## config.mk

```make
export PLATFORM = sky130hd
export DESIGN_NAME = rtcai_top
export DESIGN_NICKNAME = d
export VERILOG_FILES = /design/src/rtcai_pkg.sv /design/src/rtcai_alarm_match.sv /design/src/rtcai_top.sv
export VERILOG_INCLUDE_DIRS = /design/src
export SDC_FILE = /design/constraint.sdc
export NUM_CORES = 1
export LEC_CHECK = 0
export ABC_CLOCK_PERIOD_IN_PS = 4200
export BUFFER_PORTS_ARGS = -buffer_cell sky130_fd_sc_hd__buf_4
export CAP_MARGIN = 5
export CORE_MARGIN = 2
export CORE_UTILIZATION = 31
export CTS_CLUSTER_SIZE = 14
export DETAILED_ROUTE_END_ITERATION = 8
export MAX_ROUTING_LAYER = met4
export SYNTH_ARGS = -nofsm -noshare
export SYNTH_HDL_FRONTEND = slang
export SYNTH_HIERARCHICAL = 1
export SYNTH_SLANG_ARGS = --single-unit
```

## constraint.sdc

```tcl
create_clock -name CLK_SYS_IN -period 4.2 [get_ports CLK_SYS_IN]
set_input_delay 0.84 -clock CLK_SYS_IN [delete_from_list [all_inputs] [get_ports CLK_SYS_IN]]
set_output_delay 0.84 -clock CLK_SYS_IN [all_outputs]
set_load 0.01 [all_outputs]
```

## src/rtcai_regs.svh

```systemverilog
// register offsets, field positions, reset values and timing counts of the alarm interrupt block
// assumes a 200 MHz system clock and a 32-bit axi4-lite register port
`ifndef RTCAI_REGS_SVH
`define RTCAI_REGS_SVH

// byte offsets of the registers
`define RTCAI_CTRL_OFF 8'h00
`define RTCAI_STATUS_OFF 8'h04
`define RTCAI_MASK_OFF 8'h08
`define RTCAI_TIME_OFF 8'h0c
`define RTCAI_ALARM0_OFF 8'h10
`define RTCAI_ALARM1_OFF 8'h14

// control register fields
`define RTCAI_CTRL_EN0 0
`define RTCAI_CTRL_EN1 1
`define RTCAI_CTRL_ROUTE 2

// time and alarm word fields (one byte per field, bit 7 of each byte ignores it in alarms)
`define RTCAI_SEC_LSB 0
`define RTCAI_MIN_LSB 8
`define RTCAI_HOUR_LSB 16
`define RTCAI_DAY_LSB 24
`define RTCAI_SEC_MAX 6'h3b
`define RTCAI_MIN_MAX 6'h3b
`define RTCAI_HOUR_MAX 5'h17
`define RTCAI_DAY_MAX 3'h7
`define RTCAI_DAY_RST 3'h1

// bus answers
`define RTCAI_RESP_OKAY 2'h0
`define RTCAI_RESP_SLVERR 2'h2

// timing: one second of timekeeping at the system clock rate
`define RTCAI_CLK_PERIOD_NS 5
`define RTCAI_SECOND_NS 1000000000
`define RTCAI_TICK_CYCLES (`RTCAI_SECOND_NS / `RTCAI_CLK_PERIOD_NS)

`endif

```

## src/rtcai_pkg.sv

```systemverilog
// types of the alarm interrupt block: the single packed state of the top module
// assumes rtcai_regs.svh supplies all numbers
package rtcai_pkg;

  // whole state of the top module, registered as one word
  typedef struct packed {
    logic [31:0] div;
    logic tick;
    logic en0;
    logic en1;
    logic route;
    logic [1:0] status;
    logic [1:0] mask;
    logic [5:0] sec;
    logic [5:0] min;
    logic [4:0] hour;
    logic [2:0] day;
    logic [31:0] alm0;
    logic [31:0] alm1;
    logic aw_got;
    logic w_got;
    logic [7:0] awaddr;
    logic [31:0] wdata;
    logic [3:0] wstrb;
    logic awready;
    logic wready;
    logic bvalid;
    logic [1:0] bresp;
    logic arready;
    logic rvalid;
    logic [1:0] rresp;
    logic [31:0] rdata;
    logic irq;
    logic oe_a;
    logic oe_b;
  } rtcai_state_t;

endpackage

```

## src/rtcai_alarm_match.sv

```systemverilog
// compares the running time word against one alarm word, field by field
// assumes both words use the one-byte-per-field layout; bit 7 of an alarm byte ignores that field
`timescale 1ns/100ps
module rtcai_alarm_match (
  input wire logic [31:0] time_in,  // current time word
  input wire logic [31:0] alarm_in, // alarm word with ignore bits
  output logic match_out            // all fields hit
);
  logic [3:0] hit;

  // one compare per field; an ignored field always hits
  for (genvar i = 0; i < 4; i++) begin : g_field
    assign hit[i] = alarm_in[8*i+7] | (alarm_in[8*i+6 -: 7] == time_in[8*i+6 -: 7]);
  end

  assign match_out = &hit;
endmodule

```

## src/rtcai_top.sv

```systemverilog
// alarm interrupt block: timekeeping, two alarms, two open-drain alarm pins, axi4-lite registers
// assumes one 200 MHz clock, an async active-low reset and pull-ups on both alarm pins
//
// Contract
// - pin a follows alarm 0 alone, or either alarm when routing bit set.
// - pin b is driven from alarm 1 only, never from alarm 0.
// - each pin stays low while its flag and enable are set, else released.
// - both pins are active low open drain; outside pull-up makes released level high.
// - timekeeping and both pins keep running whenever the block has power; a reset here clears the time and releases both pins.
// - each alarm matches seconds, minutes, hours, day; any field may be ignored.
//
// The implementer's own choices: the register addresses and the AXI4-Lite interface to the registers.
`timescale 1ns/100ps
`include "rtcai_regs.svh"
module rtcai_top #(
  parameter int TICK_CYCLES = `RTCAI_TICK_CYCLES // system clocks per second of time
) (
  input wire logic CLK_SYS_IN,              // system clock, 200 MHz
  input wire logic RESETN_IN,               // async reset, active low
  input wire logic [7:0] S_AXI_AWADDR_IN,   // write address
  input wire logic S_AXI_AWVALID_IN,        // write address valid
  output logic S_AXI_AWREADY_OUT,           // write address ready
  input wire logic [31:0] S_AXI_WDATA_IN,   // write data
  input wire logic [3:0] S_AXI_WSTRB_IN,    // write byte strobes
  input wire logic S_AXI_WVALID_IN,         // write data valid
  output logic S_AXI_WREADY_OUT,            // write data ready
  output logic [1:0] S_AXI_BRESP_OUT,       // write response
  output logic S_AXI_BVALID_OUT,            // write response valid
  input wire logic S_AXI_BREADY_IN,         // write response ready
  input wire logic [7:0] S_AXI_ARADDR_IN,   // read address
  input wire logic S_AXI_ARVALID_IN,        // read address valid
  output logic S_AXI_ARREADY_OUT,           // read address ready
  output logic [31:0] S_AXI_RDATA_OUT,      // read data
  output logic [1:0] S_AXI_RRESP_OUT,       // read response
  output logic S_AXI_RVALID_OUT,            // read data valid
  input wire logic S_AXI_RREADY_IN,         // read data ready
  output logic IRQ_OUT,                     // level interrupt, high while unmasked flag set
  output logic ALARM_IRQ_OUT_A_OUT,         // pin a output level, always low
  output logic ALARM_IRQ_OUT_A_OE_OUT,      // pin a pull-down enable
  output logic ALARM_IRQ_OUT_B_OUT,         // pin b output level, always low
  output logic ALARM_IRQ_OUT_B_OE_OUT       // pin b pull-down enable
);
  rtcai_pkg::rtcai_state_t s;
  rtcai_pkg::rtcai_state_t next_s;
  logic [31:0] time_word;
  logic [1:0] match;

  if (TICK_CYCLES < 2) begin : g_bad_tick
    $error("rtcai_top: TICK_CYCLES must be at least 2");
  end

  // time as one word in the alarm layout
  assign time_word = {5'h00, s.day, 3'h0, s.hour, 2'h0, s.min, 2'h0, s.sec};

  rtcai_alarm_match u_match0 (
    .time_in(time_word),
    .alarm_in(s.alm0),
    .match_out(match[0])
  );

  rtcai_alarm_match u_match1 (
    .time_in(time_word),
    .alarm_in(s.alm1),
    .match_out(match[1])
  );

  // byte-lane merge of a register write
  function automatic logic [31:0] merge(input logic [31:0] old, input logic [31:0] nw,
                                        input logic [3:0] strb);
    logic [31:0] r;
    r = old;
    for (int b = 0; b < 4; b++) begin
      if (strb[b]) begin
        r[8*b +: 8] = nw[8*b +: 8];
      end
    end
    return r;
  endfunction

  // next state: divider, timekeeping, alarm flags, bus slave, pin drive
  always_comb begin
    logic [31:0] wv;
    logic [1:0] clr;
    logic [1:0] ev;
    wv = 32'h0000_0000;
    clr = 2'h0;
    ev = 2'h0;
    next_s = s;
    next_s.tick = 1'b0;
    // free-running second divider; the silicon this mirrors runs it from the crystal clock
    if (s.div == 32'(TICK_CYCLES - 1)) begin
      next_s.div = 32'h0000_0000;
      next_s.tick = 1'b1;
    end else begin
      next_s.div = s.div + 32'h0000_0001;
    end
    // timekeeping needs no enable and stops only while RESETN_IN is low, so alarms keep firing outside reset
    if (next_s.tick) begin
      if (s.sec == `RTCAI_SEC_MAX) begin
        next_s.sec = 6'h00;
        if (s.min == `RTCAI_MIN_MAX) begin
          next_s.min = 6'h00;
          if (s.hour == `RTCAI_HOUR_MAX) begin
            next_s.hour = 5'h00;
            next_s.day = (s.day >= `RTCAI_DAY_MAX) ? `RTCAI_DAY_RST : s.day + 3'h1;
          end else begin
            next_s.hour = s.hour + 5'h01;
          end
        end else begin
          next_s.min = s.min + 6'h01;
        end
      end else begin
        next_s.sec = s.sec + 6'h01;
      end
    end
    // a match is judged once, the cycle after the time has moved
    if (s.tick) begin
      ev = match;
    end
    // write address and data taken in either order
    if (s.awready && S_AXI_AWVALID_IN) begin
      next_s.aw_got = 1'b1;
      next_s.awaddr = S_AXI_AWADDR_IN;
    end
    if (s.wready && S_AXI_WVALID_IN) begin
      next_s.w_got = 1'b1;
      next_s.wdata = S_AXI_WDATA_IN;
      next_s.wstrb = S_AXI_WSTRB_IN;
    end
    if (s.bvalid && S_AXI_BREADY_IN) begin
      next_s.bvalid = 1'b0;
    end
    // write performed once both halves are held
    if (s.aw_got && s.w_got) begin
      next_s.aw_got = 1'b0;
      next_s.w_got = 1'b0;
      next_s.bvalid = 1'b1;
      next_s.bresp = `RTCAI_RESP_OKAY;
      case (s.awaddr)
        `RTCAI_CTRL_OFF: begin
          wv = merge({29'h0, s.route, s.en1, s.en0}, s.wdata, s.wstrb);
          next_s.en0 = wv[`RTCAI_CTRL_EN0];
          next_s.en1 = wv[`RTCAI_CTRL_EN1];
          next_s.route = wv[`RTCAI_CTRL_ROUTE];
        end
        `RTCAI_STATUS_OFF: begin
          clr = s.wstrb[0] ? s.wdata[1:0] : 2'h0;
        end
        `RTCAI_MASK_OFF: begin
          if (s.wstrb[0]) begin
            next_s.mask = s.wdata[1:0];
          end
        end
        `RTCAI_TIME_OFF: begin
          // writing the time restarts the second so the first tick is a full second away
          wv = merge(time_word, s.wdata, s.wstrb);
          next_s.sec = wv[`RTCAI_SEC_LSB +: 6];
          next_s.min = wv[`RTCAI_MIN_LSB +: 6];
          next_s.hour = wv[`RTCAI_HOUR_LSB +: 5];
          next_s.day = wv[`RTCAI_DAY_LSB +: 3];
          next_s.div = 32'h0000_0000;
          next_s.tick = 1'b0;
        end
        `RTCAI_ALARM0_OFF: begin
          next_s.alm0 = merge(s.alm0, s.wdata, s.wstrb);
        end
        `RTCAI_ALARM1_OFF: begin
          next_s.alm1 = merge(s.alm1, s.wdata, s.wstrb);
        end
        default: begin
          next_s.bresp = `RTCAI_RESP_SLVERR;
        end
      endcase
    end
    // sticky flags: a match in the clearing cycle survives the clear
    next_s.status = (s.status & ~clr) | ev;
    // read channel: one read at a time, answered the cycle after the address
    if (s.rvalid && S_AXI_RREADY_IN) begin
      next_s.rvalid = 1'b0;
    end
    if (s.arready && S_AXI_ARVALID_IN) begin
      next_s.rvalid = 1'b1;
      next_s.rresp = `RTCAI_RESP_OKAY;
      case (S_AXI_ARADDR_IN)
        `RTCAI_CTRL_OFF: next_s.rdata = {29'h0, s.route, s.en1, s.en0};
        `RTCAI_STATUS_OFF: next_s.rdata = {30'h0, s.status};
        `RTCAI_MASK_OFF: next_s.rdata = {30'h0, s.mask};
        `RTCAI_TIME_OFF: next_s.rdata = time_word;
        `RTCAI_ALARM0_OFF: next_s.rdata = s.alm0;
        `RTCAI_ALARM1_OFF: next_s.rdata = s.alm1;
        default: begin
          next_s.rdata = 32'h0000_0000;
          next_s.rresp = `RTCAI_RESP_SLVERR;
        end
      endcase
    end
    next_s.awready = !next_s.aw_got && !next_s.bvalid;
    next_s.wready = !next_s.w_got && !next_s.bvalid;
    next_s.arready = !next_s.rvalid;
    // pin drive from the flags and enables that will hold next cycle
    next_s.oe_a = (next_s.status[0] && next_s.en0) ||
                  (next_s.route && next_s.status[1] && next_s.en1);
    next_s.oe_b = next_s.status[1] && next_s.en1;
    next_s.irq = |(next_s.status & next_s.mask);
  end

  // state register; reset leaves every pin released and the bus idle
  always_ff @(posedge CLK_SYS_IN or negedge RESETN_IN) begin
    if (!RESETN_IN) begin
      s <= '0;
      s.day <= `RTCAI_DAY_RST;
    end else begin
      s <= next_s;
    end
  end

  assign S_AXI_AWREADY_OUT = s.awready;
  assign S_AXI_WREADY_OUT = s.wready;
  assign S_AXI_BVALID_OUT = s.bvalid;
  assign S_AXI_BRESP_OUT = s.bresp;
  assign S_AXI_ARREADY_OUT = s.arready;
  assign S_AXI_RVALID_OUT = s.rvalid;
  assign S_AXI_RRESP_OUT = s.rresp;
  assign S_AXI_RDATA_OUT = s.rdata;
  assign IRQ_OUT = s.irq;
  // open drain: the level is always low, only the enable switches
  assign ALARM_IRQ_OUT_A_OUT = 1'b0;
  assign ALARM_IRQ_OUT_B_OUT = 1'b0;
  assign ALARM_IRQ_OUT_A_OE_OUT = s.oe_a;
  assign ALARM_IRQ_OUT_B_OE_OUT = s.oe_b;
endmodule
```

==> flow_metrics.env <==
export IMPL_min_path_type="input pin to asynchronous set/reset pin"
export IMPL_netlist_instances=920
export IMPL_cts_max_level=1
export IMPL_max_freq_mhz=342
export IMPL_reg2reg_from="s[81]"
export IMPL_final_util_pct=37.0
export IMPL_design_core_area_um2=33400
export IMPL_status="complete, no violations"
export IMPL_max_vdd_ir_drop_mv=0.255
export IMPL_max_slew_margin_pct=27.4
export IMPL_placed_cell_area_um2=11500
export IMPL_grt_max_degree=96
export IMPL_finalCritPeriodShare_pct=69.5
export IMPL_start_util_pct=31.3
export IMPL_place_inst=1420
export IMPL_ys_warn_count=6
export IMPL_synth_flop_cell="dfrtp_1"
export IMPL_cp_arrival_ns=3.27
export IMPL_tritoncts="built"
export IMPL_wl_per_cell_um=17.8
export IMPL_async_flop_share_pct=100
export IMPL_worstSkewPairLatency_ns=0.53
export IMPL_setup_viol=0
export IMPL_antenna_found_initial=0
export IMPL_cts_resized=0
export IMPL_final_area_um2=12300
export IMPL_vias=7420
export IMPL_first_iter_violations=405
export IMPL_rsz0062_at_grt="no"
export IMPL_drtAntennaViolNets=0
export IMPL_drv_cap=0
export IMPL_crit_path_end_kind="flop"
export IMPL_ys_seq_area_share_pct=50.8
export IMPL_finalWirelength_um=26000
export IMPL_clk_pin_slew_worst_paths_ns=0.06
export IMPL_fp_dieW_um=188
export IMPL_dr_pass1_iters=4
export IMPL_critPathCapture="s[186]"
export IMPL_skew_ns=0.0238
export IMPL_stdcell_count=1463
export IMPL_die_h_um=188
export IMPL_syn_mean_instance_area_um2=11.4
export IMPL_io_pins=105
export IMPL_hold_viol_final=0
export IMPL_reg2reg_to="s[186]"
export IMPL_first_global_vias=7505
export IMPL_worst_pin_slew_ns=1.08
export IMPL_grt_ovfl_total=0
export IMPL_vias_per_cell=5.07
export IMPL_drive_above_1_share_pct=27.3
export IMPL_fin_nets=1063
export IMPL_grt_usage_pct=15.2
export IMPL_r2r_slack_ns=1.28
export IMPL_gp_congestion=0.779
export IMPL_clock_sinks=212
export IMPL_setup_tns_ns=0
export IMPL_cp_start_kind="flop"
export IMPL_synth_edff_count=0
export IMPL_power_total_uw=6110
export IMPL_required_ns=4.55
export IMPL_fin_crit_ns=2.92
export IMPL_clockRootBuffer="clkbuf_16"
export IMPL_power_density_nw_per_um2=495
export IMPL_design_die_area_um2=35200
export IMPL_reg2reg_depth=4
export IMPL_synth_area_um2=10500
export IMPL_ys_types=59
export IMPL_layout_commonest_cell="dfrtp_1"
export IMPL_synth_seq_cells=212
export IMPL_cts_buffers=24
export IMPL_hpwlAfterDp_um=18000
export IMPL_layout_common_cells="211 x dfrtp_1, 110 x mux2_2, 109 x buf_4"
export IMPL_path_class="flop to flop"
export IMPL_crit_fanout=31
export IMPL_clock_path_buffers=3
export IMPL_drc_errors=0
export IMPL_rows=67
export IMPL_hold_buffers=0
export IMPL_num_antenna_cells=0
export IMPL_area_delta_synth_final_pct=18.0
export IMPL_crit_start="s[81]"
export IMPL_finalMaxSlewViolations=0
export IMPL_postCtsSetupBuffers=0
export IMPL_leakage_uw=0.00570
export IMPL_grt_pass1_wl_um=42100
export IMPL_portBuffers=100
[Yosys cell counts, drive strengths merged (7+ instances only)]
library cell  instances  area share, %
dfrtp               211             51
mux2                110             12
nand2                63            2.3
buf                  57            3.7
nor2                 45            1.6
xor2                 44            3.7
xnor2                40            3.4
a22oi                37            2.7
o21ai                31            1.5
nand3                26            1.2
nor4                 23            1.5
clkbuf               21           0.77
mux2i                21            2.0
nand4                20            1.2
a21oi                14           0.67
inv                  13           0.47
nor3                 13           0.73
o31ai                12           0.86
and2                  9           0.54
and3                  9           0.54
or3                   9           0.54
a41oi                 8           0.67
or4                   7           0.57
[per-stage QoR]
stage / hold WS (ns) / setup slack, ns
finish: 0.372 / 1.28
global route: 0.436 / 1.03
CTS: 0.411 / 1.22
detailed placement: 0.449 / 1.08
global placement: 0.436 / 1.12
floorplan: 0.424 / 1.60
[worst min path at each step]
| stage | from | end | slack (ns) | cells after the start |
|---|---|---|---|---|
| after floorplan | s[182] | s[182] | 0.42 | 1 |
| after global placement | s[182] | s[182] | 0.44 | 1 |
| after detailed placement | s[182] | s[182] | 0.45 | 1 |
| after CTS | RESETN_IN | s[61] | 0.41 | 1 |
| after global routing | RESETN_IN | s[61] | 0.44 | 1 |
| final | RESETN_IN | s[61] | 0.37 | 1 |
[registers in the layout, summed over array words and instances (netlist names)]
signal	cells
S_AXI_RVALID_OUT	1
S_AXI_AWREADY_OUT	1
S_AXI_BVALID_OUT	1
S_AXI_RDATA_OUT	32
IRQ_OUT	1
ALARM_IRQ_OUT_A_OE_OUT	1
S_AXI_ARREADY_OUT	1
s	170
S_AXI_RRESP_OUT	1
S_AXI_WREADY_OUT	1
ALARM_IRQ_OUT_B_OE_OUT	1
S_AXI_BRESP_OUT	1
[power breakdown]
| part | total, µW | internal [µW] | switching, µW |
|---|---|---|---|
| sequential | 2910 | 2410 | 500 |
| combinational | 963 | 531 | 432 |
| clock | 2240 | 1380 | 860 |
| total | 6110 | 4310 | 1790 |
[kinds of logic (layout without fill, tap and decap cells)]
group,count (synthesis),after routing,share of synthesized area (%)
other,1,20,0.0359
AND/OR/NAND/NOR,255,255,13.2
adder cells (fa/ha/maj),6,6,0.718
AO/OA/AOI/OAI,138,138,9.05
XOR/XNOR,84,84,7.04
buffers and inverters,91,167,4.95
flip-flops,212,212,50.8
multiplexers,133,133,14.3
[per-layer routing]
layer	GRT usage (%)	wire length, µm	vias up
li1	-	-	3456
met1	20.6	12100	3752
met2	23.5	11900	179
met3	3.01	1500	33
met4	3.42	448	0
met5	-	0	-
[worst max-delay path, stage by stage (launching register included)]
cell	delay (ns)
dfrtp_1	0.38
or4_4	0.59
or4_1	0.76
nand2_1	0.87
nor2_1	0.15
[final cells by class]
cell class                      instances  area [µm²]
Fill cell                            3332       21000
Sequential cell                       212        5310
Multi-Input combinational cell        636        4710
Timing Repair Buffer                  111         852
Clock buffer                           34         718
Tap cell                              448         561
Clock inverter                          9         138
Inverter                               13        48.8
Note: power is estimated with default switching activity, not from simulation.
